$ cat src/hw/mfd_pkg.sv
// Constants, register map and field layout of the microword format decoder.
// Assumes a 32-bit microword and a 14-bit control-store address.
package mfd_pkg;

	// Register byte offsets on the APB bus.
	localparam logic [7:0] OFF_WORD  = 8'h00;
	localparam logic [7:0] OFF_ADDR  = 8'h04;
	localparam logic [7:0] OFF_MACRO = 8'h08;
	localparam logic [7:0] OFF_KIND  = 8'h0c;
	localparam logic [7:0] OFF_MISC  = 8'h10;
	localparam logic [7:0] OFF_TGT   = 8'h14;
	localparam logic [7:0] OFF_PATH  = 8'h18;

	// Values after reset.
	localparam logic [31:0] RST_WORD  = 32'h0000_0000;
	localparam logic [13:0] RST_ADDR  = 14'h0000;
	localparam logic [15:0] RST_MACRO = 16'h0000;

	// Field positions inside the microword (least significant bit of each).
	localparam int unsigned OP_LSB   = 28;
	localparam int unsigned A_LSB    = 23;
	localparam int unsigned SB_LSB   = 22;
	localparam int unsigned SP_LSB   = 18;
	localparam int unsigned SP2_LSB  = 14;
	localparam int unsigned LONG_LSB = 14;
	localparam int unsigned ALU_LSB  = 10;
	localparam int unsigned BB_LSB   = 5;
	localparam int unsigned ST_LSB   = 0;

	// Special codes and fixed selections.
	localparam logic [3:0] ALU_ALTERNATE_ALU_MARKER_CODE = 4'hf;
	localparam logic [4:0] ACC_REG       = 5'h04;
	localparam logic [5:0] BLOCK_END     = 6'h3f;

	// Highest selector value of each word kind; kind 6 takes the rest.
	localparam logic [3:0] OP_T1_MAX = 4'h2;
	localparam logic [3:0] OP_T2_MAX = 4'h6;
	localparam logic [3:0] OP_T3_MAX = 4'ha;
	localparam logic [3:0] OP_T4_MAX = 4'hc;
	localparam logic [3:0] OP_T5_MAX = 4'he;

	typedef enum logic [2:0] {
		MFD_KIND_NONE = 3'b000,
		MFD_KIND_1    = 3'b001,
		MFD_KIND_2    = 3'b010,
		MFD_KIND_3    = 3'b011,
		MFD_KIND_4    = 3'b100,
		MFD_KIND_5    = 3'b101,
		MFD_KIND_6    = 3'b110
	} mfd_kind_t;

endpackage

$ cat src/hw/mfd_microword_decoder.sv
// Microword format decoder with an APB register port.
// Assumes an APB master on pclk; software loads a word and reads the decode.
//
// Summary of operation
// - A 32-bit microword is accepted and one of exactly six kinds is recognised.
// - The kind comes only from the selector field; the ALU, second bus and destination fields are read alike for every kind, the rest by kind.
// - Kinds 1 to 5 with the alternate ALU marker in the ALU field become special kinds.
// - In special kinds 1 to 4 the misc field position carries the alternate operation.
// - Each field value selects at most one micro-operation.
// - Kind 6 yields a literal field plus the ALU, second bus and destination fields.
// - Kinds 3, 4 and 5 put the working total register, number 4, on the first bus.
// - Short targets stay in the 64-word block, except from location 3f into the next.
// - A special kind 5 takes its low four target bits from the macro word register.
// - Kind 6 drives the literal onto the first operand bus.
//
// Added by the designer: the APB slave port and the address map.
`timescale 1ns/1ps
module mfd_microword_decoder #(
	parameter int unsigned WORD_W = 32                 // Microword width.
) (
	input  wire logic        pclk,       // APB clock, 25 MHz.
	input  wire logic        presetn,    // Asynchronous reset, active low.
	input  wire logic        psel,       // APB select.
	input  wire logic        penable,    // APB access phase.
	input  wire logic        pwrite,     // APB write direction.
	input  wire logic [7:0]  paddr,      // APB byte address.
	input  wire logic [31:0] pwdata,     // APB write data.
	input  wire logic [3:0]  pstrb,      // APB byte strobes.
	output logic [31:0]      prdata,     // APB read data.
	output logic             pready,     // APB ready, always high.
	output logic             pslverr,    // APB error on unmapped address.
	output logic [2:0]       dec_kind,   // Registered decoded kind.
	output logic             dec_special,// Registered special flag.
	output logic             dec_lit,    // Registered literal-on-first-bus flag.
	output logic [13:0]      dec_target  // Registered branch target.
);

	if (WORD_W != 32) begin : g_width_check
		$error("mfd_microword_decoder supports only a 32-bit microword");
	end

	logic [31:0]        word_q;
	logic [13:0]        addr_q;
	logic [15:0]        macro_q;
	logic [31:0]        wmask;
	logic               wr_en;
	logic               hit;
	mfd_pkg::mfd_kind_t kind_c;
	logic               special_c, lit_c, tgtv_c;
	logic [4:0]         alt_c, areg_c, misca_c, second_operand_bus_select_c, result_destination_field_c;
	logic [15:0]        litv_c;
	logic [3:0]         mred_c, maux_c, cond_c, alu_c;
	logic [13:0]        tgt_c;
	logic [2:0]         kind_q;
	logic               special_q, lit_q, tgtv_q;
	logic [4:0]         alt_q, areg_q, misca_q, second_operand_bus_select_q, result_destination_field_q;
	logic [15:0]        litv_q;
	logic [3:0]         mred_q, maux_q, cond_q, alu_q;
	logic [13:0]        tgt_q;

	// Byte strobes widen to a bit mask so partial writes keep other lanes.
	for (genvar b = 0; b < 4; b++) begin : g_lane
		assign wmask[8*b +: 8] = {8{pstrb[b]}};
	end

	assign wr_en   = psel && penable && pwrite;
	assign pready  = 1'b1;
	assign hit     = (paddr == mfd_pkg::OFF_WORD) || (paddr == mfd_pkg::OFF_ADDR) ||
	                 (paddr == mfd_pkg::OFF_MACRO) || (paddr == mfd_pkg::OFF_KIND) ||
	                 (paddr == mfd_pkg::OFF_MISC) || (paddr == mfd_pkg::OFF_TGT) ||
	                 (paddr == mfd_pkg::OFF_PATH);
	assign pslverr = psel && penable && !hit;

	// Microword under decode.
	always_ff @(posedge pclk or negedge presetn) begin
		if (!presetn) begin
			word_q <= mfd_pkg::RST_WORD;
		end else if (wr_en && paddr == mfd_pkg::OFF_WORD) begin
			word_q <= (word_q & ~wmask) | (pwdata & wmask);
		end
	end

	// Control-store address of the word, used for short branch blocks.
	always_ff @(posedge pclk or negedge presetn) begin
		if (!presetn) begin
			addr_q <= mfd_pkg::RST_ADDR;
		end else if (wr_en && paddr == mfd_pkg::OFF_ADDR) begin
			addr_q <= (addr_q & ~wmask[13:0]) | (pwdata[13:0] & wmask[13:0]);
		end
	end

	// Macro word register image; only its low bits reach the decode.
	always_ff @(posedge pclk or negedge presetn) begin
		if (!presetn) begin
			macro_q <= mfd_pkg::RST_MACRO;
		end else if (wr_en && paddr == mfd_pkg::OFF_MACRO) begin
			macro_q <= (macro_q & ~wmask[15:0]) | (pwdata[15:0] & wmask[15:0]);
		end
	end

	mfd_field_split u_split (
		.word      (word_q),
		.cur_addr  (addr_q),
		.macro_low (macro_q[3:0]),
		.kind      (kind_c),
		.special   (special_c),
		.alt_sel   (alt_c),
		.first_operand_bus_select_lit  (lit_c),
		.first_operand_bus_select_reg  (areg_c),
		.lit_val   (litv_c),
		.misc_a    (misca_c),
		.misc_red  (mred_c),
		.misc_aux  (maux_c),
		.cond      (cond_c),
		.target    (tgt_c),
		.tgt_valid (tgtv_c),
		.alu       (alu_c),
		.second_operand_bus_select      (second_operand_bus_select_c),
		.result_destination_field      (result_destination_field_c)
	);

	// Decode results are registered so a read never sees a half-settled word.
	always_ff @(posedge pclk or negedge presetn) begin
		if (!presetn) begin
			kind_q    <= mfd_pkg::MFD_KIND_NONE;
			special_q <= 1'b0;
			lit_q     <= 1'b0;
			tgtv_q    <= 1'b0;
			alt_q     <= 5'h00;
			areg_q    <= 5'h00;
			misca_q   <= 5'h00;
			second_operand_bus_select_q    <= 5'h00;
			result_destination_field_q    <= 5'h00;
			litv_q    <= 16'h0000;
			mred_q    <= 4'h0;
			maux_q    <= 4'h0;
			cond_q    <= 4'h0;
			alu_q     <= 4'h0;
			tgt_q     <= 14'h0000;
		end else begin
			kind_q    <= kind_c;
			special_q <= special_c;
			lit_q     <= lit_c;
			tgtv_q    <= tgtv_c;
			alt_q     <= alt_c;
			areg_q    <= areg_c;
			misca_q   <= misca_c;
			second_operand_bus_select_q    <= second_operand_bus_select_c;
			result_destination_field_q    <= result_destination_field_c;
			litv_q    <= litv_c;
			mred_q    <= mred_c;
			maux_q    <= maux_c;
			cond_q    <= cond_c;
			alu_q     <= alu_c;
			tgt_q     <= tgt_c;
		end
	end

	assign dec_kind    = kind_q;
	assign dec_special = special_q;
	assign dec_lit     = lit_q;
	assign dec_target  = tgt_q;

	// Read mux over flops only; unmapped offsets read zero.
	always_comb begin
		prdata = 32'h0000_0000;
		case (paddr)
			mfd_pkg::OFF_WORD:  prdata = word_q;
			mfd_pkg::OFF_ADDR:  prdata = {18'h00000, addr_q};
			mfd_pkg::OFF_MACRO: prdata = {16'h0000, macro_q};
			mfd_pkg::OFF_KIND:  prdata = {17'h00000, areg_q, lit_q, alt_q, special_q, kind_q};
			mfd_pkg::OFF_MISC:  prdata = {14'h0000, cond_q, maux_q, mred_q, misca_q, 1'b0};
			mfd_pkg::OFF_TGT:   prdata = {15'h0000, tgtv_q, 2'b00, tgt_q};
			mfd_pkg::OFF_PATH:  prdata = {2'b00, result_destination_field_q, second_operand_bus_select_q, alu_q, litv_q};
			default:            prdata = 32'h0000_0000;
		endcase
	end
endmodule

$ cat src/hw/mfd_field_split.sv
// Combinational splitter of one microword into its decoded fields.
// Assumes the caller registers the results; no clock is used here.
`timescale 1ns/1ps
module mfd_field_split (
	input  wire logic [31:0]      word,         // Microword to decode.
	input  wire logic [13:0]      cur_addr,     // Address the word sits at.
	input  wire logic [3:0]       macro_low,    // Low bits of macro word register.
	output mfd_pkg::mfd_kind_t    kind,         // Decoded word kind.
	output logic                  special,      // Alternate ALU marker seen in kinds 1 to 5.
	output logic [4:0]            alt_sel,      // Alternate operation selector.
	output logic                  first_operand_bus_select_lit,     // First bus takes the literal.
	output logic [4:0]            first_operand_bus_select_reg,     // First bus register select.
	output logic [15:0]           lit_val,      // Literal value field.
	output logic [4:0]            misc_a,       // Shift or misc field a.
	output logic [3:0]            misc_red,     // Reduced misc field.
	output logic [3:0]            misc_aux,     // Auxiliary misc field.
	output logic [3:0]            cond,         // Condition select field.
	output logic [13:0]           target,       // Branch target.
	output logic                  tgt_valid,    // Target is meaningful.
	output logic [3:0]            alu,          // ALU code.
	output logic [4:0]            second_operand_bus_select,         // Second operand bus select.
	output logic [4:0]            result_destination_field          // Result destination field.
);

	// Kind from the selector alone; ALU, second bus and destination are read for every kind, the rest by kind.
	always_comb begin
		logic [3:0] op;
		logic [7:0] blk;
		op        = word[mfd_pkg::OP_LSB +: 4];
		blk       = cur_addr[13:6];
		kind      = mfd_pkg::MFD_KIND_6;
		if (op <= mfd_pkg::OP_T1_MAX) begin
			kind = mfd_pkg::MFD_KIND_1;
		end else if (op <= mfd_pkg::OP_T2_MAX) begin
			kind = mfd_pkg::MFD_KIND_2;
		end else if (op <= mfd_pkg::OP_T3_MAX) begin
			kind = mfd_pkg::MFD_KIND_3;
		end else if (op <= mfd_pkg::OP_T4_MAX) begin
			kind = mfd_pkg::MFD_KIND_4;
		end else if (op <= mfd_pkg::OP_T5_MAX) begin
			kind = mfd_pkg::MFD_KIND_5;
		end
		alu       = word[mfd_pkg::ALU_LSB +: 4];
		second_operand_bus_select      = word[mfd_pkg::BB_LSB +: 5];
		result_destination_field      = word[mfd_pkg::ST_LSB +: 5];
		special   = (kind != mfd_pkg::MFD_KIND_6) && (alu == mfd_pkg::ALU_ALTERNATE_ALU_MARKER_CODE);
		alt_sel   = 5'h00;
		first_operand_bus_select_lit  = 1'b0;
		first_operand_bus_select_reg  = mfd_pkg::ACC_REG;
		lit_val   = 16'h0000;
		misc_a    = 5'h00;
		misc_red  = 4'h0;
		misc_aux  = 4'h0;
		cond      = 4'h0;
		target    = 14'h0000;
		tgt_valid = 1'b0;
		// One field value drives one micro-operation; unused fields read zero.
		case (kind)
			mfd_pkg::MFD_KIND_1, mfd_pkg::MFD_KIND_2: begin
				first_operand_bus_select_reg = word[mfd_pkg::A_LSB +: 5];
				if (special) begin
					alt_sel = word[mfd_pkg::SP_LSB +: 5];
				end else begin
					misc_a = word[mfd_pkg::SP_LSB +: 5];
				end
				if (kind == mfd_pkg::MFD_KIND_1) begin
					misc_aux = word[mfd_pkg::SP2_LSB +: 4];
				end else begin
					cond = word[mfd_pkg::SP2_LSB +: 4];
				end
			end
			mfd_pkg::MFD_KIND_3, mfd_pkg::MFD_KIND_4: begin
				if (special) begin
					alt_sel = {1'b0, word[mfd_pkg::SP_LSB +: 4]};
				end else begin
					misc_red = word[mfd_pkg::SP_LSB +: 4];
				end
				if (kind == mfd_pkg::MFD_KIND_3) begin
					cond = word[mfd_pkg::SP2_LSB +: 4];
				end else begin
					misc_aux = word[mfd_pkg::SP2_LSB +: 4];
				end
				// The last word of a block branches into the next block.
				if (cur_addr[5:0] == mfd_pkg::BLOCK_END) begin
					blk = blk + 8'h01;
				end
				target    = {blk, word[mfd_pkg::SB_LSB +: 6]};
				tgt_valid = 1'b1;
			end
			mfd_pkg::MFD_KIND_5: begin
				target = word[mfd_pkg::LONG_LSB +: 14];
				if (special) begin
					target[3:0] = macro_low;
				end
				tgt_valid = 1'b1;
			end
			default: begin
				lit_val  = {2'b00, word[mfd_pkg::LONG_LSB +: 14]};
				first_operand_bus_select_lit = 1'b1;
				first_operand_bus_select_reg = 5'h00;
			end
		endcase
	end

endmodule

$ cat config.mk
export PLATFORM = sky130hd
export DESIGN_NAME = mfd_microword_decoder
export DESIGN_NICKNAME = d
export VERILOG_FILES = /design/src/hw/mfd_pkg.sv /design/src/hw/mfd_microword_decoder.sv /design/src/hw/mfd_field_split.sv
export SDC_FILE = /design/constraint.sdc
export NUM_CORES = 1
export LEC_CHECK = 0
export BUFFER_PORTS_ARGS = -buffer_cell sky130_fd_sc_hd__clkbuf_2
export CORE_MARGIN = 1
export CORE_UTILIZATION = 45
export CTS_CLUSTER_DIAMETER = 120
export DETAILED_ROUTE_END_ITERATION = 8
export GPL_TIMING_DRIVEN = 0
export PLACE_DENSITY = 0.62
export SETUP_SLACK_MARGIN = 0.02
export SLEW_MARGIN = 20
export SYNTH_ARGS = -nofsm -noshare
export SYNTH_HDL_FRONTEND = slang
export SYNTH_SLANG_ARGS = --single-unit
$ cat constraint.sdc
create_clock -name pclk -period 1.9 [get_ports pclk]
set_input_delay 0.095 -clock pclk [delete_from_list [all_inputs] [get_ports pclk]]
set_output_delay 0.095 -clock pclk [all_outputs]
set_load 0.05 [all_outputs]
---- Word level (Yosys, flattened, before mapping) ----
Cells that the tools add are included.
word-level totals
  bits in registers ....................... 139
  bits of input ports ..................... 49
  output and inout port bits .............. 53
cells by class
  add/subtract/negate cells ............... 1
  order comparisons ....................... 5
  equality and inequality tests ........... 14
  muxes and demuxes ....................... 26
  bitwise logic cells ..................... 12
  reductions and logical operators ........ 19
operators by type and width
  kind                   count
  $pmux W32 S7           1
  $and A32 B32 Y32       2
  $and A16 B16 Y16       2
  $mux W4                8
  $not A32 Y32           1
  $or A32 B32 Y32        1
  $and A14 B14 Y14       2
  $pmux W14 S2           1
  $eq A8 B5 Y1 const B   3
  $pmux W5 S2            2
  $eq A8 B4 Y1 const B   2
  $not A16 Y16           1
  $or A16 B16 Y16        1
  $pmux W4 S2            2
  $mux W5                3
  $mux W14               1
  $not A14 Y14           1
  $or A14 B14 Y14        1
  $le A4 B4 Y1 const B   3
  $mux W3                4
  $add A8 B1 Y8 const B  1
  $eq A8 B3 Y1 const B   1
  $logic_not A8 Y1       1
  $mux W8                1
  16 further kinds       31

---- Logic depth before layout (Yosys ltp) ----
Gate-level depths: netlist of run 1.
  depth after elaboration ................. 10
  gate-level depth with buffers ........... 7

---- Hierarchy ----
A second synthesis of run 1 with hierarchy kept.
unflattened totals
  cells, all modules ...................... 521
  area, all modules ....................... 6348.6 um^2
by module, submodules not included
  module                 instances  cells each  area each (um^2)  seq. area each (um^2)
  mfd_microword_decoder  1          373         5405.2            3478.3
  mfd_field_split        1          148         943.4             0.0

---- Worst setup path after synthesis of run 1 ----
OpenSTA, ideal clock, no wires.
  path type ............................... input to output
  start point ............................. input port paddr[0]
  end point ............................... output port prdata[10]
  arrival time ............................ 2296 ps
  data required time ...................... 1805 ps
  path slack .............................. -491 ps
  stages .................................. 4
  path buffers ............................ 1
  cell sequence ........................... or4_4 -> or3b_1 -> buf_6 -> o21ai_0
on the way
  longest elaborated chain between the ends .. 2
ends and longest elaborated chain
  item                                  RTL line                      text
  from (decl)                           mfd_microword_decoder.sv:26   input wire logic [7:0] paddr,
  $eq A8 B5 Y1 (tied with other cells)  mfd_microword_decoder.sv:167  case (paddr)
  $pmux W32 S7 (*)                      mfd_microword_decoder.sv:167
  to (decl)                             mfd_microword_decoder.sv:29   output logic [31:0] prdata,
Every way passes the cells marked *; elsewhere a longest branch is shown, timed or not.

---- Worst setup path in the final report of run 1 ----
  start point ............................. input port paddr[6]
  end point ............................... output port prdata[25]
The elaborated chain is that of the path after synthesis.

==> results by group, run 1 <==
Status
  – Outcome: finished with violations
  – Failing checks: negative setup slack

Clock network
  – Clk sinks: 137
  – Worst-skew pair later-pin latency: 0.42 ns
  – TritonCTS clock tree: done
  – Clock tree buffer depth: 2
  – H-tree Lvls: 4
  – Cts bufs inserted: 17
  – Worst-path clk slew: 0.06 ns
  – Clock Tree Root: clkbuf_16

STA
  – Final min period: 2.04 ns
  – PnR worst setup slack: -0.136 ns
  – Slew Limit Fails: 0
  – Clk_skew: 0.0102 ns
  – Final hold violation count: 0
  – Fmax: 0.491 GHz
  – Unrepaired setup endpoints after global routing: yes
  – Slew @ Worst Pin: 0.679 ns
  – Tcrit/Tclk final: 1.07
  – Slew headroom: 0.548
  – Finish-stage setup viols: 21
  – TNS Setup: -1.83 ns

Finish
  – Multi-input combinational cell area: 2940 sq um
  – Core Util, Final: 0.650
  – FF/Latch Area: 3430 sq um
  – Final nets: 712
  – Post-route insts no fill: 851
  – Area Overhead vs Synth: 39.9%
  – ANT cells: 0
  – Layout cells sized above 1: 0.410
  – Fill cells: 1025
  – Final instance area: 8670 sq um

Floorplanning
  – Core Area: 13300 sq um
  – DIE AREA: 14200 sq um
  – Initial Util: 0.464
  – Die X: 119 um
  – Overall die height: 119 um
  – Num ports: 102
  – Std-Cell Rows: 42

Routing
  – Avg WL per Cell: 22.4 um
  – Drt pass-1 iters: 5
  – # DRC: 0
  – Via density: 5.69
  – Total number of vias: 4841
  – Final wirelength: 19100 um
  – 1st-iter DRT viols: 457
  – ANT nets after route: 0

Critical path
  – Critical Path AT: 1.94 ns
  – Crit path max fanout: 5
  – Crit-path cells: buf_6 -> or4_4 -> or3b_4 -> nor3_4 -> buf_6 -> a22o_4 -> clkbuf_16
  – Crit path largest cell delay: 0.53 ns
  – Critical path class: in -> out
  – Startpoint types: input pin
  – Slowest cell on crit path: or4_4
  – Critical Path End Type: output port
  – Cell repeated most along the worst path: buf_6
  – Worst Path Required: 1.80 ns

Power and ir drop
  – Lkg Pwr: 4.27 nW
  – Power Dens Cells: 726 nW/um^2
  – Maximum vdd drop: 0.634 mV

GRT
  – Congestion Overflow GR: 0
  – Overall routing resource usage: 0.280
  – Vias in the first global route: 4877
  – Initial antenna violation count: 1
  – Largest net degree at the start of global routing: 77
  – First-pass GRT wire length: 28700 um

Synthesis
  – Most used DFF post-synth: dfrtp_1
  – Number of synthesized flops with an enable pin: 0
  – Area leader, netlist: dfrtp_1
  – Ys Warns: 0
  – Yosys top cell area share: 0.553
  – Register area share after synthesis: 0.553
  – Mapped Nets: 548
  – Commonest cells in the netlist: 137 x dfrtp_1, 50 x mux2_2, 27 x and2_1, 26 x nor2_1, 22 x mux2i_1
  – Mapped Area: 6200 sq um
  – Post-Syn Instances: 498
  – Most common cell in the netlist: dfrtp_1
  – FF+latch count, synth: 137
  – Ys async rst share: 1.00
  – Mean Syn Cell Area: 12.4 sq um
  – Leading post-synthesis cells by cell area: dfrtp_1 55%, mux2_2 9.1%, mux2i_1 3.6%, mux4_2 3.3%, mux2_1 2.9%
  – Cell variety after synth: 53

Place
  – Port Buffers: 99
  – Routability congestion estimate: 0.856
  – Placed cells: 774
  – DP Area: 7140 sq um
  – Post-DP HPWL: 12800 um

Flow run
  – Max Cap Viol: 0

Hold path
  – Hold Crit Class: in -> reg
report_power, final:
group          total [mW]  switching (mW)  internal, mW  leakage [nW]
logic               0.377           0.221         0.156          2.11
registers            2.95          0.0174          2.94          1.90
clock network        2.96            1.16          1.80         0.257
total                6.29            1.40          4.90          4.27
cell usage in the layout, fill, tap and decap left out, types with 3 or more instances in the layout:
| cell type | instances |
|---|---|
| a211oi_4 | 4 |
| a21oi_1 | 15 |
| a222oi_1 | 5 |
| a22o_4 | 13 |
| and2_1 | 27 |
| and3_1 | 13 |
| buf_2 | 9 |
| buf_4 | 17 |
| buf_6 | 7 |
| buf_8 | 13 |
| clkbuf_1 | 16 |
| clkbuf_16 | 26 |
| clkbuf_2 | 71 |
| clkbuf_4 | 4 |
| clkbuf_8 | 8 |
| dfrtp_1 | 134 |
| dfrtp_2 | 3 |
| dlygate4sd3_1 | 33 |
| inv_1 | 6 |
| mux2_1 | 16 |
| mux2_2 | 48 |
| mux2i_1 | 22 |
| mux4_2 | 9 |
| nand2_1 | 21 |
| nand3_1 | 6 |
| nand4_1 | 5 |
| nand4_2 | 3 |
| nor2_1 | 20 |
| nor2_4 | 5 |
| nor2b_1 | 5 |
| nor3_1 | 6 |
| nor3_4 | 3 |
| o21ai_0 | 14 |
| o22ai_1 | 3 |
| o22ai_2 | 4 |
| xnor2_1 | 7 |
worst max-delay path: cells and delay by family:
family	cells	cell delay [ns]
AO/OA/AOI/OAI	1	0.14
buffers and inverters	3	0.46
AND/OR/NAND/NOR	3	1.22
layout make-up:
cell class / instances / area share
well taps: 176 / 0.0254
plain buffers: 26 / 0.0169
inverters: 6 / 0.00260
clock inverters: 2 / 0.00115
repair buffers: 151 / 0.160
multi-input cells: 323 / 0.339
flip-flops and latches: 137 / 0.396
clock buffers: 30 / 0.0593
cell families (layout without fill, tap and decap cells):
family | Yosys count | count (layout) | synth area share
other cells | 1 | 1 | 0.000605
simple gates | 133 | 133 | 0.123
mux | 97 | 97 | 0.188
compound gates | 81 | 81 | 0.0917
flops | 137 | 137 | 0.553
fa+ha+maj | 1 | 1 | 0.00202
buf+inv | 38 | 215 | 0.0271
xor+xnor | 10 | 10 | 0.0141
worst paths after layout:
path	start	cells past startpoint	to	slack [ns]
max in group asynchronous	presetn	3	async pin	0.92
min in group asynchronous	presetn	2	async pin	0.21
worst min-delay path	pstrb[2]	3	register	0.14
worst max-delay path	paddr[6]	7	prdata[25]	-0.14
worst min register to register	register	0	second_operand_bus_select_q[0]$_DFF_PN0_	0.39
worst max register to register	register	5	dec_target[2]$_DFF_PN0_	0.11
per-stage QoR:
step	setup slack (ns)	hold WS, ns	total power, mW
floorplan	-0.181	-0.201	3.12
global placement	-1.43	0.327	3.29
detailed placement	-0.826	0.114	3.30
CTS	-0.266	0.148	6.31
global route	-0.165	0.182	6.48
finish	-0.136	0.142	6.29
routing by layer:
layer	up-vias	wire [um]	global-route usage
met5	-	0	0
met4	0	515	0.115
met1	2477	8250	0.381
li1	2132	-	-
met3	38	1170	0.0661
met2	194	9160	0.432
repair_timing:
item	CTS	global route
endpoints found under the hold margin	123	0
buffers inserted	15	3
gates resized for setup	95	57
hold buffers	33	0
endpoints found under the setup margin	76	59
pin swaps	12	16
cloned	1	0
Power figures use the tool's default switching activity.
==> run 2, diff against run 1 <==
- SKIP_CTS_REPAIR_TIMING: default -> 1
==> run 2 against run 1 <==
The flow still finishes with violations (negative setup slack). Design area fell by 1.9%. Count of clock-buffer cells in the layout stayed put. First-iteration DRC count fell by 7.7%. Worst hold slack improved by 0.0050 ns. Non-clock buffer count down 2. Register-to-register slack is essentially flat. Largest cell class unchanged. Combinational power down 2%.
==> results by group, run 2 (same netlist as run 1, synthesis figures left out) <==
STA
  – PnR worst setup slack: -0.280 ns (-0.144 ns)
  – Unrepaired setup endpoints after global routing: yes
  – Final hold violation count: 0 (unchanged)
  – Final min period: 2.18 ns (+0.144 ns)
  – Fmax: 0.459 GHz (-6.6%)
  – Slew Limit Fails: 0 (unchanged)
  – Finish-stage setup viols: 23 (+9.5%)
  – Slew headroom: 0.500 (-0.0471)
  – TNS Setup: -3.85 ns (-2.02 ns)
  – Clk_skew: 0.00963 ns (-0.000567 ns)
  – Slew @ Worst Pin: 0.749 ns (+0.0707 ns)
  – Tcrit/Tclk final: 1.15 (+0.0755)

Clock network
  – TritonCTS clock tree: done
  – Worst-path clk slew: 0.05 ns (about the same)
  – H-tree Lvls: 4 (unchanged)
  – Cts bufs inserted: 17 (unchanged)
  – Clock Tree Root: clkbuf_16
  – Clk sinks: 137 (unchanged)
  – Worst-skew pair later-pin latency: 0.42 ns (about the same)
  – Clock tree buffer depth: 2 (unchanged)

Finish
  – Final nets: 710 (-0.28%)
  – Area Overhead vs Synth: 37.3%
  – Most frequent cells in the layout: 134 x dfrtp_1, 72 x clkbuf_2, 50 x mux2_2, 33 x dlygate4sd3_1, 27 x and2_1
  – ANT cells: 0 (unchanged)
  – Layout cells sized above 1: 0.404 (-0.00621)
  – Core Util, Final: 0.637 (-0.0124)
  – Leading cell type in the layout, fill and taps excluded: dfrtp_1

Floorplanning
  – Overall die height: 119 um (unchanged)
  – Num ports: 102 (unchanged)
  – Die X: 119 um (unchanged)
  – Initial Util: 0.464 (unchanged)
  – DIE AREA: 14200 sq um (unchanged)
  – Core Area: 13300 sq um (unchanged)
  – Std-Cell Rows: 42 (unchanged)

Routing
  – ANT nets after route: 0 (unchanged)
  – # DRC: 0 (unchanged)
  – Drt pass-1 iters: 5 (unchanged)
  – 1st-iter DRT viols: 422 (-7.7%)
  – Final wirelength: 18900 um (-0.97%)
  – Avg WL per Cell: 22.3 um (-0.74%)
  – Total number of vias: 4809 (-0.66%)
  – Via density: 5.66 (-0.43%)

Hold path
  – Hold Crit Class: in -> reg
  – Hold Crit Start: pstrb[2]
  – Worst hold path depth: 3 (unchanged)

GRT
  – First-pass GRT wire length: 27600 um (-3.9%)
  – Vias in the first global route: 4619 (-5.3%)
  – Congestion Overflow GR: 0 (unchanged)
  – Overall routing resource usage: 0.270 (-0.0102)
  – Largest net degree at the start of global routing: 77 (unchanged)
  – Initial antenna violation count: 0 (-1)

Flow run
  – Max Cap Viol: 0 (unchanged)

Power and ir drop
  – Maximum vdd drop: 0.628 mV (-0.99%)
  – Lkg Pwr: 4.19 nW (-1.7%)
  – Power Dens Cells: 740 nW/um^2 (+1.9%)

Critical path
  – R2R setup slack: 0.10 ns (about the same)
  – RR Endpoint: dec_target[2]$_DFF_PN0_
  – Crit path largest cell delay: 0.54 ns (about the same)
  – Reg2Reg Depth: 6 (+1)
  – Crit path max fanout: 5 (unchanged)
  – Critical Path AT: 2.08 ns (+0.14 ns)
  – Critical path class: in -> out
  – Crit-path cells: buf_6 -> or4_4 -> or3b_4 -> buf_12 -> nor3_4 -> buf_12 -> clkbuf_16 -> o2bb2ai_4 -> buf_6
  – Slowest cell on crit path: or4_4
  – Startpoint types: input pin
  – Worst Path Required: 1.80 ns (about the same)
  – Critical Path End Type: output port

Status
  – Failing checks: negative setup slack
  – Outcome: finished with violations

Place
  – Post-DP HPWL: 12800 um (unchanged)
  – Port Buffers: 99 (unchanged)
  – Routability congestion estimate: 0.856 (unchanged)
## run 2: how the worst max path moves through the flow
stage	from	end	slack, ns	cells after the start
CTS	paddr[3]	prdata[12]	-0.75	8
detailed placement	paddr[3]	register	-0.83	6
finish	paddr[6]	prdata[6]	-0.28	9
global placement	presetn	async pin	-1.43	1
floorplan	paddr[3]	prdata[4]	-0.18	7
global route	paddr[6]	prdata[6]	-0.30	9
## run 2: stage by stage
step                total power [mW]  instance area, sq um  hold slack, ns  cells  worst slack, ns
floorplan                       3.12                  6390          -0.201    498           -0.181
global placement                3.29                  7100           0.327    773            -1.43
detailed placement              3.30                  7140           0.114    774           -0.826
CTS                             6.24                  7660          -0.328    806           -0.745
global route                    6.47                  8510           0.183    849           -0.296
finish                          6.29                  8510           0.147    849           -0.280
## run 2: routing by layer
layer  track usage  vias up  wire length [um]
met1         0.368     2446              8080
li1              -     2135                 -
met2         0.420      194              9110
met3        0.0623       34              1250
met4         0.103        0               477
met5             0        -                 0
## run 2: cell type report
cell class | count | area (sq um)
sequential | 137 | 3430
tap | 176 | 220
clock buffer | 30 | 514
fill | 1044 | 4840
timing repair buffer | 148 | 1230
buffer | 27 | 178
clock inverter | 2 | 10.0
multi-input combinational | 323 | 2900
inverter | 6 | 22.5
## run 2: critical path, delay by kind of cell
family,cells,cell delay (ns)
buffers and inverters,5,0.72
AND/OR/NAND/NOR,3,1.14
AO/OA/AOI/OAI,1,0.12
## run 2: power breakdown
part           internal [mW]  total (mW)  switching [mW]  leakage (nW)
Combinational          0.152       0.371           0.219          2.03
Clock                   1.80        2.97            1.16         0.257
Sequential              2.94        2.95          0.0176          1.90
==> run 3, diff against run 2 <==
- SKIP_LAST_GASP: default -> 1
==> run 3 against run 2 <==
Clock power barely moved. Final cell count did not move. Combinational power barely moved. Non-clock buffer count did not move. Flip-flop and latch count did not move. The run still ends with negative setup slack left. Via count rose by 0.37%. Utilization fell by 0.15 points. Design area fell by 0.24%. First-iteration DRC count fell by 6.4%. Worst hold slack got worse by 0.0054 ns.
==> results by group, run 3 (same netlist as run 1, synthesis figures left out) <==
Place
  – Post-DP HPWL: 12800 um (unchanged)
  – Routability congestion estimate: 0.856 (unchanged)
  – DP Area: 7140 sq um (unchanged)
  – Port Buffers: 99 (unchanged)
  – Placed cells: 774 (unchanged)

Finish
  – Final nets: 710 (unchanged)
  – Layout cells sized above 1: 0.404 (unchanged)
  – Post-route insts no fill: 849 (unchanged)
  – Leading cell type in the layout, fill and taps excluded: dfrtp_1
  – Most frequent cells in the layout: 134 x dfrtp_1, 74 x clkbuf_2, 50 x mux2_2, 33 x dlygate4sd3_1, 27 x and2_1
  – Area Overhead vs Synth: 36.9%
  – Core Util, Final: 0.636 (-0.00150)
  – Final instance area: 8490 sq um (-0.24%)
  – ANT cells: 0 (unchanged)
  – Fill cells: 1047 (+0.29%)

Power and ir drop
  – Flop pwr share: 0.470 (about the same)
  – Power Dens Cells: 741 nW/um^2 (+0.16%)
  – Psw: 1.40 mW (-0.31%)
  – Switch share: 0.222 (-0.000522)
  – Clock group share of total power: 0.471 (about the same)
  – Pint: 4.89 mW (about the same)
  – Maximum vdd drop: 0.633 mV (+0.74%)
  – Logic gate share of total power: 0.059 (about the same)
  – Lkg Pwr: 4.19 nW (-0.16%)

Clock network
  – Clock Tree Root: clkbuf_16
  – Worst-path clk slew: 0.06 ns (about the same)
  – Clk sinks: 137 (unchanged)
  – TritonCTS clock tree: done
  – H-tree Lvls: 4 (unchanged)
  – Worst-skew pair later-pin latency: 0.42 ns (about the same)
  – Clock tree buffer depth: 2 (unchanged)
  – Cts bufs inserted: 17 (unchanged)

STA
  – PnR worst setup slack: -0.280 ns (-0.000403 ns)
  – Tcrit/Tclk final: 1.15 (about the same)
  – Slew @ Worst Pin: 0.745 ns (-0.00442 ns)
  – Final hold violation count: 0 (unchanged)
  – Clk_skew: 0.0105 ns (+0.000898 ns)
  – Fmax: 0.459 GHz (about the same)
  – Finish-stage setup viols: 23 (unchanged)
  – Final min period: 2.18 ns (+0.000403 ns)
  – Slew Limit Fails: 0 (unchanged)
  – Slew headroom: 0.503 (+0.00295)
  – Unrepaired setup endpoints after global routing: yes

Status
  – Failing checks: negative setup slack
  – Outcome: finished with violations

GRT
  – Overall routing resource usage: 0.270 (unchanged)
  – Congestion Overflow GR: 0 (unchanged)
  – Vias in the first global route: 4619 (unchanged)
  – First-pass GRT wire length: 27600 um (unchanged)
  – Largest net degree at the start of global routing: 77 (unchanged)
  – Initial antenna violation count: 0 (unchanged)

Critical path
  – Critical path class: in -> out
  – Worst Path Required: 1.80 ns (about the same)
  – Crit path largest cell delay: 0.54 ns (about the same)
  – Startpoint types: input pin
  – Critical Path AT: 2.08 ns (about the same)
  – Crit path max fanout: 5 (unchanged)
  – Reg2Reg Depth: 6 (unchanged)
  – Slowest cell on crit path: or4_4
  – Crit-path cells: buf_6 -> or4_4 -> or3b_4 -> buf_12 -> nor3_4 -> buf_12 -> clkbuf_16 -> o2bb2ai_4 -> buf_6
  – Critical Path End Type: output port

Floorplanning
  – Num ports: 102 (unchanged)
  – Overall die height: 119 um (unchanged)
  – Die X: 119 um (unchanged)
  – Core Area: 13300 sq um (unchanged)
  – Initial Util: 0.464 (unchanged)
  – Std-Cell Rows: 42 (unchanged)
  – DIE AREA: 14200 sq um (unchanged)

Routing
  – Avg WL per Cell: 22.3 um (about the same)
  – 1st-iter DRT viols: 395 (-6.4%)
  – Final wirelength: 18900 um (about the same)
  – # DRC: 0 (unchanged)
  – ANT nets after route: 0 (unchanged)
  – Total number of vias: 4827 (+0.37%)
  – Drt pass-1 iters: 5 (unchanged)
  – Via density: 5.69 (+0.37%)

Flow run
  – Max Cap Viol: 0 (unchanged)

Hold path
  – Worst hold path depth: 3 (unchanged)
  – Hold Crit Class: in -> reg
run 3: cell types whose count changed in the layout (fill, tap and decap cells not counted):
cell / delta
buf_6: -3
clkbuf_4: +2
nor3_2: +1
nor3_4: -1
buf_2: -1
clkbuf_2: +2
run 3: cell type report:
class	instances	area, sq um	area share
Buffer	27	178	0.0209
Multi-Input combinational cell	323	2900	0.341
Tap cell	176	220	0.0260
Sequential cell	137	3430	0.404
Timing Repair Buffer	148	1210	0.143
Clock inverter	2	10.0	0.00118
Inverter	6	22.5	0.00265
Clock buffer	30	514	0.0606
run 3: worst paths after layout:
path                          start                                        to  slack, ns
max                        paddr[6]                                 prdata[6]      -0.28
min in group asynchronous   presetn                                 async pin       0.21
min                        pstrb[2]                                  register       0.14
max in group asynchronous   presetn                                 async pin       0.92
min reg2reg                register  second_operand_bus_select_q[0]$_DFF_PN0_       0.40
max reg2reg                register                   dec_target[2]$_DFF_PN0_       0.09
run 3: layer usage:
metal	vias to the layer above	part of all wire	global-route usage
met5	-	0	0
met4	0	0.026	0.103
met3	34	0.069	0.0623
met2	205	0.48	0.420
met1	2459	0.42	0.368
li1	2129	-	-
run 3: stage by stage:
stage / TNS, ns / power (mW) / hold slack [ns] / setup WS (ns)
global placement: -232.59 / 3.29 / 0.327 / -1.43
CTS: -27.54 / 6.24 / -0.328 / -0.745
floorplan: -0.624 / 3.12 / -0.201 / -0.181
detailed placement: -41.18 / 3.30 / 0.114 / -0.826
global route: -4.83 / 6.47 / 0.183 / -0.296
finish: -4.18 / 6.29 / 0.142 / -0.280
run 3: power by group through the flow:
stage	logic [mW]	registers (mW)	clock network (mW)
floorplan	0.122	3.00	0
global placement	0.283	3.00	0
detailed placement	0.300	3.00	0
CTS	0.301	2.95	2.99
global route	0.401	2.95	3.12
finish	0.372	2.95	2.96
run 3: worst max-delay path, delay by kind of cell:
family	cells	cell delay (ns)
AO/OA/AOI/OAI	1	0.11
buffers and inverters	5	0.72
AND/OR/NAND/NOR	3	1.14
